File: src/design/pma_pkg.sv
// Package for the PHY management register access block
package pma_pkg;
    localparam logic [11:0] PMA_CMD_OFFSET = 12'h120;
    localparam logic [11:0] PMA_DATA_OFFSET = 12'h124;
    localparam logic [4:0] PMA_PHY_ADDR_RESET = 5'h01;
    localparam logic [4:0] PMA_INDEX_RESET = 5'h00;
    localparam logic [15:0] PMA_DATA_RESET = 16'h0000;
    localparam int PMA_ADDR_MSB = 15;
    localparam int PMA_ADDR_LSB = 11;
    localparam int PMA_INDEX_MSB = 10;
    localparam int PMA_INDEX_LSB = 6;
    localparam int PMA_WNR_BIT = 1;
    localparam int PMA_BUSY_BIT = 0;
    // Management clock: 2.5 MHz max, least half period 200 ns
    localparam int PMA_CLK_HALF_NS = 200;
    localparam int PMA_HCLK_NS = 4;
    localparam int PMA_HALF_CYCLES = (PMA_CLK_HALF_NS + PMA_HCLK_NS - 1) / PMA_HCLK_NS;
    localparam int PMA_FRAME_BITS = 64;
    localparam logic [31:0] PMA_PREAMBLE = 32'hffffffff;
    localparam logic [1:0] PMA_START = 2'h1;
    localparam logic [1:0] PMA_OP_WRITE = 2'h1;
    localparam logic [1:0] PMA_OP_READ = 2'h2;
    localparam logic [1:0] PMA_TA_WRITE = 2'h2;
    localparam logic [1:0] PMA_HTRANS_NONSEQ = 2'h2;

    typedef enum logic [1:0] {
        PMA_IDLE = 2'h0,
        PMA_SHIFT = 2'h1,
        PMA_DONE = 2'h2
    } pma_state_t;

    typedef struct packed {
        logic mdc;
        logic mdio_out;
        logic mdio_oe;
    } pma_mdio_t;

    typedef struct packed {
        logic hsel;
        logic [31:0] haddr;
        logic [1:0] htrans;
        logic hwrite;
        logic [2:0] hsize;
        logic hready;
    } pma_ahb_req_t;
endpackage

File: src/design/pma_top.sv
// PHY management register access: AHB-Lite registers and clause-22 frame engine
`timescale 1ns/1ps
module pma_top
    import pma_pkg::*;
#(
    parameter int HALF_CYCLES = PMA_HALF_CYCLES
) (
    input wire logic hclk,
    input wire logic hresetn,
    input wire logic hsel,
    input wire logic [31:0] haddr,
    input wire logic [1:0] htrans,
    input wire logic hwrite,
    input wire logic [2:0] hsize,
    input wire logic hready,
    input wire logic [31:0] hwdata,
    output logic [31:0] hrdata,
    output logic hreadyout,
    output logic hresp,
    output pma_pkg::pma_mdio_t mdio,
    input wire logic mdio_in
);
    import pma_pkg::*;

    typedef struct packed {
        logic [4:0] phy_addr;
        logic [4:0] phy_register_index;
        logic write_not_read_select;
        logic access_in_progress_flag;
        logic [15:0] data;
        logic wr_pend;
        logic [11:0] wr_addr;
        logic [31:0] rdata;
        pma_state_t state;
        logic [15:0] div_cnt;
        logic [6:0] bit_cnt;
        logic [63:0] shreg;
        logic [15:0] rd_shift;
        logic mdc;
        logic mdio_out;
        logic mdio_oe;
        logic [2:0] sync;
        logic in_stable;
    } pma_st_t;

    pma_st_t st_reg;
    pma_st_t st_next;

    ////////////////////////////////////////////////////////////////////////
    always_comb begin
        logic addr_phase;
        logic [31:0] wd;
        logic mdc_rise;
        logic mdc_fall;
        logic [1:0] op;
        logic [1:0] ta;
        st_next = st_reg;
        addr_phase = hsel && hready && htrans == PMA_HTRANS_NONSEQ;
        wd = hwdata;
        mdc_rise = 1'b0;
        mdc_fall = 1'b0;
        op = PMA_OP_READ;
        ta = PMA_TA_WRITE;

        // Pin synchroniser, change accepted when stages two and three agree
        st_next.sync = {st_reg.sync[1:0], mdio_in};
        if (st_reg.sync[2] == st_reg.sync[1]) begin
            st_next.in_stable = st_reg.sync[2];
        end

        // Bus data phase for writes
        if (st_reg.wr_pend) begin
            st_next.wr_pend = 1'b0;
            if (st_reg.wr_addr == PMA_CMD_OFFSET && !st_reg.access_in_progress_flag) begin
                st_next.phy_addr = wd[PMA_ADDR_MSB:PMA_ADDR_LSB];
                st_next.phy_register_index = wd[PMA_INDEX_MSB:PMA_INDEX_LSB];
                st_next.write_not_read_select = wd[PMA_WNR_BIT];
                st_next.access_in_progress_flag = wd[PMA_BUSY_BIT];
            end else if (st_reg.wr_addr == PMA_DATA_OFFSET && !st_reg.access_in_progress_flag) begin
                st_next.data = wd[15:0];
            end
        end

        // Address phase
        if (addr_phase) begin
            st_next.wr_pend = hwrite;
            st_next.wr_addr = haddr[11:0];
            if (haddr[11:0] == PMA_CMD_OFFSET) begin
                st_next.rdata = {16'h0000, st_reg.phy_addr, st_reg.phy_register_index,
                    4'h0, st_reg.write_not_read_select, st_reg.access_in_progress_flag};
            end else if (haddr[11:0] == PMA_DATA_OFFSET) begin
                st_next.rdata = {16'h0000, st_reg.data};
            end else begin
                st_next.rdata = 32'h00000000;
            end
        end

        // Management clock divider
        if (st_reg.state == PMA_SHIFT) begin
            if (st_reg.div_cnt == 16'(HALF_CYCLES - 1)) begin
                st_next.div_cnt = 16'h0000;
                st_next.mdc = !st_reg.mdc;
                mdc_rise = !st_reg.mdc;
                mdc_fall = st_reg.mdc;
            end else begin
                st_next.div_cnt = st_reg.div_cnt + 16'h0001;
            end
        end

        unique case (st_reg.state)
            PMA_IDLE: begin
                if (st_reg.access_in_progress_flag) begin
                    if (st_reg.write_not_read_select) begin
                        op = PMA_OP_WRITE;
                        ta = PMA_TA_WRITE;
                    end else begin
                        op = PMA_OP_READ;
                        ta = 2'h3;
                    end
                    st_next.shreg = {PMA_PREAMBLE, PMA_START, op, st_reg.phy_addr,
                        st_reg.phy_register_index, ta, st_reg.data};
                    st_next.bit_cnt = 7'h00;
                    st_next.div_cnt = 16'h0000;
                    st_next.mdc = 1'b0;
                    st_next.mdio_oe = 1'b1;
                    st_next.mdio_out = PMA_PREAMBLE[31];
                    st_next.state = PMA_SHIFT;
                end
            end
            PMA_SHIFT: begin
                if (mdc_rise && !st_reg.write_not_read_select && st_reg.bit_cnt >= 7'd48) begin
                    st_next.rd_shift = {st_reg.rd_shift[14:0], st_reg.in_stable};
                end
                if (mdc_fall) begin
                    st_next.bit_cnt = st_reg.bit_cnt + 7'h01;
                    st_next.shreg = {st_reg.shreg[62:0], 1'b0};
                    st_next.mdio_out = st_reg.shreg[62];
                    // Read releases the line from the turnaround onward
                    if (!st_reg.write_not_read_select && st_reg.bit_cnt >= 7'd45) begin
                        st_next.mdio_oe = 1'b0;
                    end
                    if (st_reg.bit_cnt == 7'(PMA_FRAME_BITS - 1)) begin
                        st_next.mdio_oe = 1'b0;
                        st_next.mdio_out = 1'b0;
                        st_next.state = PMA_DONE;
                    end
                end
            end
            PMA_DONE: begin
                if (!st_reg.write_not_read_select) begin
                    st_next.data = st_reg.rd_shift;
                end
                st_next.access_in_progress_flag = 1'b0;
                st_next.state = PMA_IDLE;
            end
            default: begin
                st_next.state = PMA_IDLE;
            end
        endcase
    end

    ////////////////////////////////////////////////////////////////////////
    always_ff @(posedge hclk or negedge hresetn) begin
        if (!hresetn) begin
            st_reg <= '0;
            st_reg.phy_addr <= PMA_PHY_ADDR_RESET;
            st_reg.phy_register_index <= PMA_INDEX_RESET;
            st_reg.data <= PMA_DATA_RESET;
            st_reg.state <= PMA_IDLE;
        end else begin
            st_reg <= st_next;
        end
    end

    assign hrdata = st_reg.rdata;
    assign hreadyout = 1'b1;
    assign hresp = 1'b0;
    assign mdio.mdc = st_reg.mdc;
    assign mdio.mdio_out = st_reg.mdio_out;
    assign mdio.mdio_oe = st_reg.mdio_oe;
endmodule

File: config.mk
export PLATFORM = sky130hd
export DESIGN_NAME = pma_top
export DESIGN_NICKNAME = d
export VERILOG_FILES = /design/src/design/pma_pkg.sv /design/src/design/pma_top.sv
export SDC_FILE = /design/constraint.sdc
export NUM_CORES = 1
export LEC_CHECK = 0
export BUFFER_PORTS_ARGS = -buffer_cell sky130_fd_sc_hd__clkbuf_2
export CAP_MARGIN = 20
export CORE_MARGIN = 1.5
export CORE_UTILIZATION = 56
export DETAILED_ROUTE_END_ITERATION = 7
export PLACE_DENSITY = 0.79
export SLEW_MARGIN = 20
export SYNTH_ARGS = -nofsm -noshare
export SYNTH_HDL_FRONTEND = slang
export SYNTH_SLANG_ARGS = --single-unit
File: constraint.sdc
create_clock -name hclk -period 7 [get_ports hclk]
set_input_delay 0.35 -clock hclk [delete_from_list [all_inputs] [get_ports hclk]]
set_output_delay 0.35 -clock hclk [all_outputs]
set_load 0.005 [all_outputs]
# --- Word-level counts from Yosys, hierarchy flattened ---
# Cells that the tools add are included.
word_totals:
  ff_bits: 184
  input_bits: 75
  output_inout_bits: 37
  word_cells: 88
classes:
  n_addsub: 2
  n_lt_le_gt_ge: 2
  n_eq_ne: 14
  n_mux: 32
  n_reduce_logical: 20
op_table:
  columns: ["op", "count"]
  rows:
  - ["$pmux 71 s2", 1]
  - ["$mux 16", 8]
  - ["$mux 89", 1]
  - ["$mux 71", 1]
  - ["$eq 12x9->1 const B", 4]
  - ["$mux 45", 1]
  - ["$mux 18", 1]
  - ["$mux 17", 1]
  - ["$add 16x1->16 const B", 1]
  - ["$eq 16x6->1 const B", 1]
  - ["$ge 7x6->1 const B", 2]
  - ["$mux 1", 10]
  - ["$mux 2", 5]
  - ["$pmux 2 s2", 2]
  - ["$add 7x1->7 const B", 1]
  - ["$eq 7x6->1 const B", 1]
  - ["$logic_and 1x1->1", 7]
  - ["$reduce_and 2->1", 3]
  - ["$reduce_and 3->1", 2]
  - ["$reduce_bool 2->1", 3]
  - ["$eq 2x2->1 const B", 2]
  - ["$ne 2x1->1 const B", 2]
  - ["$reduce_and 4->1", 1]
  - ["$logic_not 1->1", 3]
  - ["6 further kinds", 6]

# --- Longest topological paths before layout ---
# Gate-level depths: netlist of run 1.
logic_depth:
  word_depth: 7
  depth_mapped: 11
  ltp_nobuf: 9

# --- Worst setup path before layout of run 1 ---
# Ideal clock, no wire load.
synth_timing:
  path_type: "register to register"
  from: "register st_reg[95] in the netlist's numbering"
  to: "register st_reg[11] in the netlist's numbering"
  setup_time_ps: 125
  arrival_time_ps: 2185
  required_time_ps: 6875
  setup_slack_ps: 4690
  stages_incl_launch_ff: 10
  n_path_buf: 1
  synth_period_minus_slack_ps: 2310
  cell_sequence: "dfrtp_1 > inv_1 > ha_1 > and4b_1 > and4_1 > ha_1 > inv_1 > a2111oi_4 > buf_6 > mux2_2"
synth_between:
  elab_chain_len: 6
synth_rtl:
  columns: ["item", "line_no", "text"]
  rows:
  - ["start, declared", "pma_top.sv:46", "pma_st_t st_reg;"]
  - ["start signal, assigned", "pma_top.sv:171", "st_reg <= st_next;"]
  - ["$eq 16x6->1", "pma_top.sv:100", "if (st_reg.div_cnt == 16'(HALF_CYCLES - 1)) begin"]
  - ["$mux 1", "pma_top.sv:100", null]
  - ["$mux 1", "pma_top.sv:99", "if (st_reg.state == PMA_SHIFT) begin"]
  - ["$logic_and 1x1->1 (2 in series)", "pma_top.sv:131", "if (mdc_rise && !st_reg.write_not_read_select && st_reg.bit_cnt >= 7'd48) begin"]
  - ["$reduce_and 2->1 (no line)", null, null]
# Every way passes these cells.
# A chain may end at the register's enable or synchronous reset.

# --- Worst setup path after layout of run 1 ---
layout_timing:
  from: "register st_reg[173] in the netlist's numbering"
  to: "register st_reg[174] in the netlist's numbering"
layout_between:
  elab_chain_len: 3
layout_rtl:
  columns: ["item", "line_no", "text"]
  rows:
  - ["$logic_not 1->1", "pma_top.sv:74", "if (st_reg.wr_addr == PMA_CMD_OFFSET && !st_reg.access_in_progress_flag) begin"]
  - ["$logic_and 1x1->1", "pma_top.sv:74", null]
  - ["$reduce_and 2->1 (no line)", null, null]
# Every way passes these cells.

==> results of run 1 <==
routing by layer:
| metal | up-vias | GRT usage | routed length (µm) | part of all wire |
|---|---|---|---|---|
| met5 | - | 0 | 0 | 0 |
| li1 | 2441 | - | - | - |
| met4 | 0 | 0.09896 | 348 | 0.023 |
| met3 | 27 | 0.04789 | 688 | 0.045 |
| met2 | 164 | 0.3598 | 7269 | 0.48 |
| met1 | 2681 | 0.3107 | 6864 | 0.45 |
worst register-to-register path, cell delays in order (launching register included):
cell     delay [ns]
dfrtp_1        0.77
nor3b_1        0.64
nand4_1        0.15
nor2_1         0.83
mux2_2         0.42
cell usage after synthesis (3+ instances only):
master / count
dfrtp_1: 167
nand3_1: 83
nand2_1: 65
nor2_1: 54
buf_4: 37
o22a_1: 33
a31oi_1: 27
mux2_2: 27
clkbuf_1: 22
o21ai_0: 20
buf_2: 15
mux2i_1: 13
xnor2_1: 12
a21oi_1: 11
mux2_1: 11
inv_1: 10
nor4_1: 9
ha_1: 7
nand4_1: 7
buf_6: 6
nor3b_1: 6
xor2_1: 6
a22o_1: 4
nor3_1: 4
a211oi_1: 3
and4_1: 3
nand3b_1: 3
or3_1: 3
how the worst max path moves through the flow:
stage                                        from                 endpoint  slack (ns)  cells after the start
after floorplan              st_reg[95]$_DFF_PN0_   st_reg[11]$_DFFE_PN0P_        4.69                      9
after global placement       st_reg[95]$_DFF_PN0_   st_reg[16]$_DFFE_PN0P_        4.16                      8
after detailed placement     st_reg[95]$_DFF_PN0_   st_reg[17]$_DFFE_PN0P_        4.09                      8
after CTS                    st_reg[95]$_DFF_PN0_   st_reg[17]$_DFFE_PN0P_        4.08                      8
after global routing         st_reg[94]$_DFF_PN0_   st_reg[37]$_DFFE_PN0P_        3.86                      9
final                     st_reg[173]$_DFFE_PN0P_  st_reg[174]$_DFFE_PN0P_        4.07                      4
layout make-up:
type,instances,area [µm²],area share
Clock buffer,20,456.7,0.05475
Clock inverter,12,187.7,0.02250
Multi-Input combinational cell,452,2883,0.3456
Inverter,10,37.54,0.004500
Sequential cell,168,4205,0.5041
Tap cell,176,220.2,0.02640
Timing Repair Buffer,62,351.6,0.04215
layout by cell type (no fill, tap or decap), drive strengths merged, types with 3 or more instances in the layout:
cell / n
a211oi: 3
a21oi: 11
a22o: 4
a31oi: 27
and4: 3
buf: 9
bufinv: 4
clkbuf: 73
clkinv: 3
conb: 18
dfrtp: 167
ha: 7
inv: 13
mux2: 38
mux2i: 13
nand2: 67
nand3: 83
nand3b: 3
nand4: 7
nand4b: 3
nor2: 54
nor3: 4
nor3b: 7
nor4: 9
nor4b: 4
o21ai: 20
o22a: 33
or3: 3
xnor2: 12
xor2: 6
kinds of logic (layout without fill, tap and decap cells):
family          count (synthesis)  after routing  synth area share
other cells                     2             18         0.0009916
fa+ha+maj                       8              8           0.01289
mux                            51             51           0.07368
buf+inv                        92            104           0.07236
compound gates                105            105           0.09912
simple gates                  252            252            0.1649
flops                         168            168            0.5553
xor+xnor                       18             18           0.02082
stage by stage:
stage	power, mW	hold WS (ns)	instance area [µm²]
4_1_cts	2.302	0.001375	8327
6_report	2.289	-0.02728	8342
2_1_floorplan	1.234	0.05441	7634
3_5_place_dp	1.291	0.3465	7682
5_1_grt	2.372	0.02160	8342
3_3_place_gp	1.278	0.3393	7667
power groups by stage:
stage               clock, mW  sequential [mW]  combinational (mW)
floorplan                   0             1.10               0.129
global placement            0             1.12               0.160
detailed placement          0             1.12               0.168
CTS                      1.03             1.11               0.171
global route             1.06             1.12               0.192
finish                   1.01             1.11               0.169
==> flow_summary.yaml, run 1 <==
timing:
  final.min_clock_period_ns: 2.928
  finClkSkew_ns: 0.008848
  fin_setup_tns_ns: 0
  fin_crit_sh: 0.4183
  holdWs_ns: -0.02728
  rsz0062_at_grt: "false"
  hold_viol: 41
  max_freq_ghz: 0.3415
  worst_slew_pin_slew_ns: 1.074
  relSlewSlack: 0.2816
  drv_slew: 0
  finalSetupViolations: 0
  worst_slack_ns: 4.072
logic_synthesis:
  synth_top_cell_area_share: 0.5518
  yosysWarnings: 0
  ys_seq_elements: 168
  ys_seq_area_frac: 0.5553
  async_flop_share: 1.000
  synth.largest_area_cell: "dfrtp_1"
  synth_area_leaders: "dfrtp_1 55%, nand3_1 5.5%, mux2_2 4.0%, o22a_1 3.8%, buf_4 3.7%"
  synth_cells: 696
  synth_edf_count: 0
  synth_flop_cell: "dfrtp_1"
  synthesis.area_um2: 7574
  synth_area_per_cell_um2: 10.88
  synth.distinct_cells: 48
routing:
  wl_per_cell_um: 16.86
  finalWirelength_mm: 15.17
  dr.pass1.iters: 6
  ant_nets: 0
  avgViaCountPerCell: 5.903
  drc: 0
  vias: 5313
  drtIter0Drc: 522
pwr:
  p_sw_uw: 546.2
  p_int_mw: 1.743
  p_comb_frac: 0.074
  power_frac_seq: 0.484
  powerDensity_nw_per_um2: 274.4
  sw_frac_of_total: 0.2386
  leakage_nw: 3.847
  vdd_drop_max_mv: 0.2292
  clock_power_share: 0.443
worst_setup_path:
  reg2regPathDepth: 4
  r2r_setup_slack_ns: 4.07
  cp-start-kind: "flip-flop"
  path_delay_family: "simple AND/OR/NAND/NOR gates"
  cp_max_fo: 33
  rr_endpoint: "st_reg[174]$_DFFE_PN0P_"
  slowest_delay_ns: 0.83
  crit_chain: "nor3b_1 > nand4_1 > nor2_1 > mux2_2"
  critPathCaptureType: "flip-flop"
  cp.required_ns: 7.32
  cp.arrival_ns: 3.25
  path_class: "reg -> reg"
  r2r_start: "st_reg[173]$_DFFE_PN0P_"
  path_buf_inv: 0
  slowest_stage: "nor2_1"
floorplan:
  die_y_um: 119.3
  pin_count: 112
  coreArea_um2: 13240
  rows: 42
  initial_utilization: 0.5719
  die_area_um2: 14230
  die_x_um: 119.3
status:
  violations: "hold timing"
  status: "finished, violations left"
finish:
  drive_gt1_frac: 0.1809
  finalNetCount: 793
  final_util: 0.6299
  area_growth_pct: 10.14
  fin_cells: 900
  fill_cells: 1054
  n_antenna_cell: 0
  largest_reg_flops: 147
place:
  post-place-cells: 867
  gp_congestion: 0.8500
  io_buffers: 54
  dp_slack_ns: 4.093
  dpl.hpwl_mm: 9.610
cts:
  htree_num_levels: 4
  cts_tree: "done"
  post_cts_buffers: 0
  clk_latency_ns: 0.43
  clock_sinks: 168
  clk_path_buf_depth: 2
  clk_pin_slew_worst_paths_ns: 0.07
  cts_buffers: 17
  cts-root-buf: "clkbuf_16"
  hold_buffers: 0
  cts_repair_resize_count: 0
grt:
  grt_pass1_wl_mm: 25.74
  grt_start_max_net_pins: 88
  grt_pass1_vias: 5307
  overflow: 0
  track_usage: 0.2288
  antenna_found_initial: 0
run:
  max-cap-violations: 0
hold_path:
  hold_path_class: "in -> async"
No activity file was read; power rests on OpenSTA's default activity.
==> run 2: changes to the inputs <==
- clock period: 7 -> 3 ns (I/O delays scaled with it)
==> flow_summary.yaml, run 2 (synthesis gave the netlist of run 1 again) <==
grt:
  overflow: 0
  antenna_found_initial: 0
  grt_pass1_wl_mm: 26.94
  grt_pass1_vias: 5534
  grt_start_max_net_pins: 71
  track_usage: 0.2386
status:
  status: "completed"
routing:
  wl_per_cell_um: 16.76
  drtIter0Drc: 469
  top_layer_used: "met4"
  finalWirelength_mm: 15.72
  wl_met3_um: 678
  met2_length_mm: 7.835
  avgViaCountPerCell: 5.765
  ant_nets: 0
  drc: 0
  vias: 5408
  wl_met1_mm: 6.894
  dr.pass1.iters: 5
worst_setup_path:
  crit_chain: "inv_1 > ha_1 > and4b_1 > and4_1 > ha_1 > nand3b_1 > nand2_2 > buf_12 > nor2_1 > a31oi_1"
  cp_max_fo: 70
  rr_endpoint: "st_reg[50]$_DFFE_PN0P_"
  crit_cells: 10
  path_delay_family: "simple AND/OR/NAND/NOR gates"
  cp_common_cell: "ha_1"
  r2r_setup_slack_ns: 0.47
  cp.required_ns: 3.33
  cp-start-kind: "flip-flop"
  r2r_start: "st_reg[95]$_DFF_PN0_"
  path_class: "reg -> reg"
  critPathLaunch: "st_reg[95]$_DFF_PN0_"
  slowest_stage: "dfrtp_1"
  cp.arrival_ns: 2.86
  critPathCaptureType: "flip-flop"
  path_buf_inv: 2
  reg2regPathDepth: 10
  slowest_delay_ns: 0.46
pwr:
  vdd_drop_max_mv: 0.4130
  sw_frac_of_total: 0.2445
  leakage_nw: 3.979
  p_int_mw: 3.830
  power_frac_seq: 0.510
  p_sw_mw: 1.239
  p_comb_frac: 0.086
  clock_power_share: 0.403
  powerDensity_nw_per_um2: 587.8
timing:
  worst_slew_pin_slew_ns: 0.6526
  fin_crit_sh: 0.8426
  drv_slew: 0
  relSlewSlack: 0.5627
  final.min_clock_period_ns: 2.528
  fin_setup_tns_ns: 0
  finalSetupViolations: 0
  finClkSkew_ns: 0.01039
  rsz0062_at_grt: "false"
  max_freq_ghz: 0.3956
  hold_viol: 0
hold_path:
  hold_path_class: "in -> async"
floorplan:
  initial_utilization: 0.5719
  pin_count: 112
  die_area_um2: 14230
  die_x_um: 119.3
  rows: 42
  coreArea_um2: 13240
  die_y_um: 119.3
finish:
  finalNetCount: 831
  area_growth_pct: 13.88
  n_antenna_cell: 0
  final_util: 0.6513
  largest_reg_flops: 147
  final_common_cell: "dfrtp_1"
  final_cell_mix: "167 x dfrtp_1, 83 x nand3_1, 65 x nand2_1"
  drive_gt1_frac: 0.1811
  fill_cells: 985
cts:
  clk_latency_ns: 0.42
  clk_path_buf_depth: 2
  cts_tree: "done"
  cts-root-buf: "clkbuf_16"
  clock_sinks: 168
  htree_num_levels: 4
  cts_buffers: 17
  clk_pin_slew_worst_paths_ns: 0.06
place:
  io_buffers: 54
  gp_congestion: 0.8288
  dpl.hpwl_mm: 9.727
run:
  max-cap-violations: 0
==> run 2: worst reg2reg max path, cell delays in order (launching register included) <==
cell,delay (ns)
dfrtp_1,0.46
inv_1,0.09
ha_1,0.13
and4b_1,0.16
and4_1,0.22
ha_1,0.29
nand3b_1,0.32
nand2_2,0.22
buf_12,0.27
nor2_1,0.11
a31oi_1,0.18
==> run 2: cell type report <==
cell class,instances,area (µm²),area share
inverters,10,37.54,0.004352
repair buffers,100,721.9,0.08371
clock inverters,11,96.34,0.01117
flip-flops and latches,168,4205,0.4876
clock buffers,21,460.4,0.05339
well taps,176,220.2,0.02553
multi-input cells,452,2883,0.3343
==> run 2: repair_timing <==
action,in CTS,in global routing
hold buffers,30,0
resized for setup,0,0
buffers inserted,0,0
hold endpoints to repair,99,0
setup endpoints to repair,0,0
==> run 2: power by group through the flow <==
| stage | clock network [mW] | registers [mW] | logic (mW) |
|---|---|---|---|
| floorplan | 0 | 2.58 | 0.302 |
| global placement | 0 | 2.61 | 0.380 |
| detailed placement | 0 | 2.62 | 0.402 |
| CTS | 2.07 | 2.59 | 0.436 |
| global route | 2.17 | 2.61 | 0.495 |
| finish | 2.04 | 2.59 | 0.438 |
==> run 2: how the worst max path moves through the flow <==
stage	endpoint	slack, ns
after floorplan	st_reg[11]$_DFFE_PN0P_	0.69
after global placement	st_reg[41]$_DFFE_PN0P_	0.60
after detailed placement	st_reg[50]$_DFFE_PN0P_	0.50
after CTS	st_reg[50]$_DFFE_PN0P_	0.47
after global routing	st_reg[31]$_DFFE_PN0P_	0.28
final	st_reg[50]$_DFFE_PN0P_	0.47
==> run 2: per-stage QoR <==
| step | instances | power [mW] | area (µm²) | hold WS [ns] | setup slack, ns |
|---|---|---|---|---|---|
| floorplan | 712 | 2.880 | 7634 | -0.1456 | 0.6900 |
| global placement | 876 | 2.986 | 7767 | 0.1653 | 0.6020 |
| detailed placement | 876 | 3.024 | 7767 | 0.1734 | 0.4986 |
| CTS | 938 | 5.093 | 8625 | 0.3073 | 0.4650 |
| global route | 938 | 5.272 | 8625 | 0.3448 | 0.2750 |
| finish | 938 | 5.070 | 8625 | 0.3004 | 0.4722 |
==> run 2: layer usage <==
metal	track usage	vias to the layer above
li1	-	2515
met5	0	-
met2	0.3858	160
met4	0.08929	0
met3	0.05939	33
met1	0.3140	2700
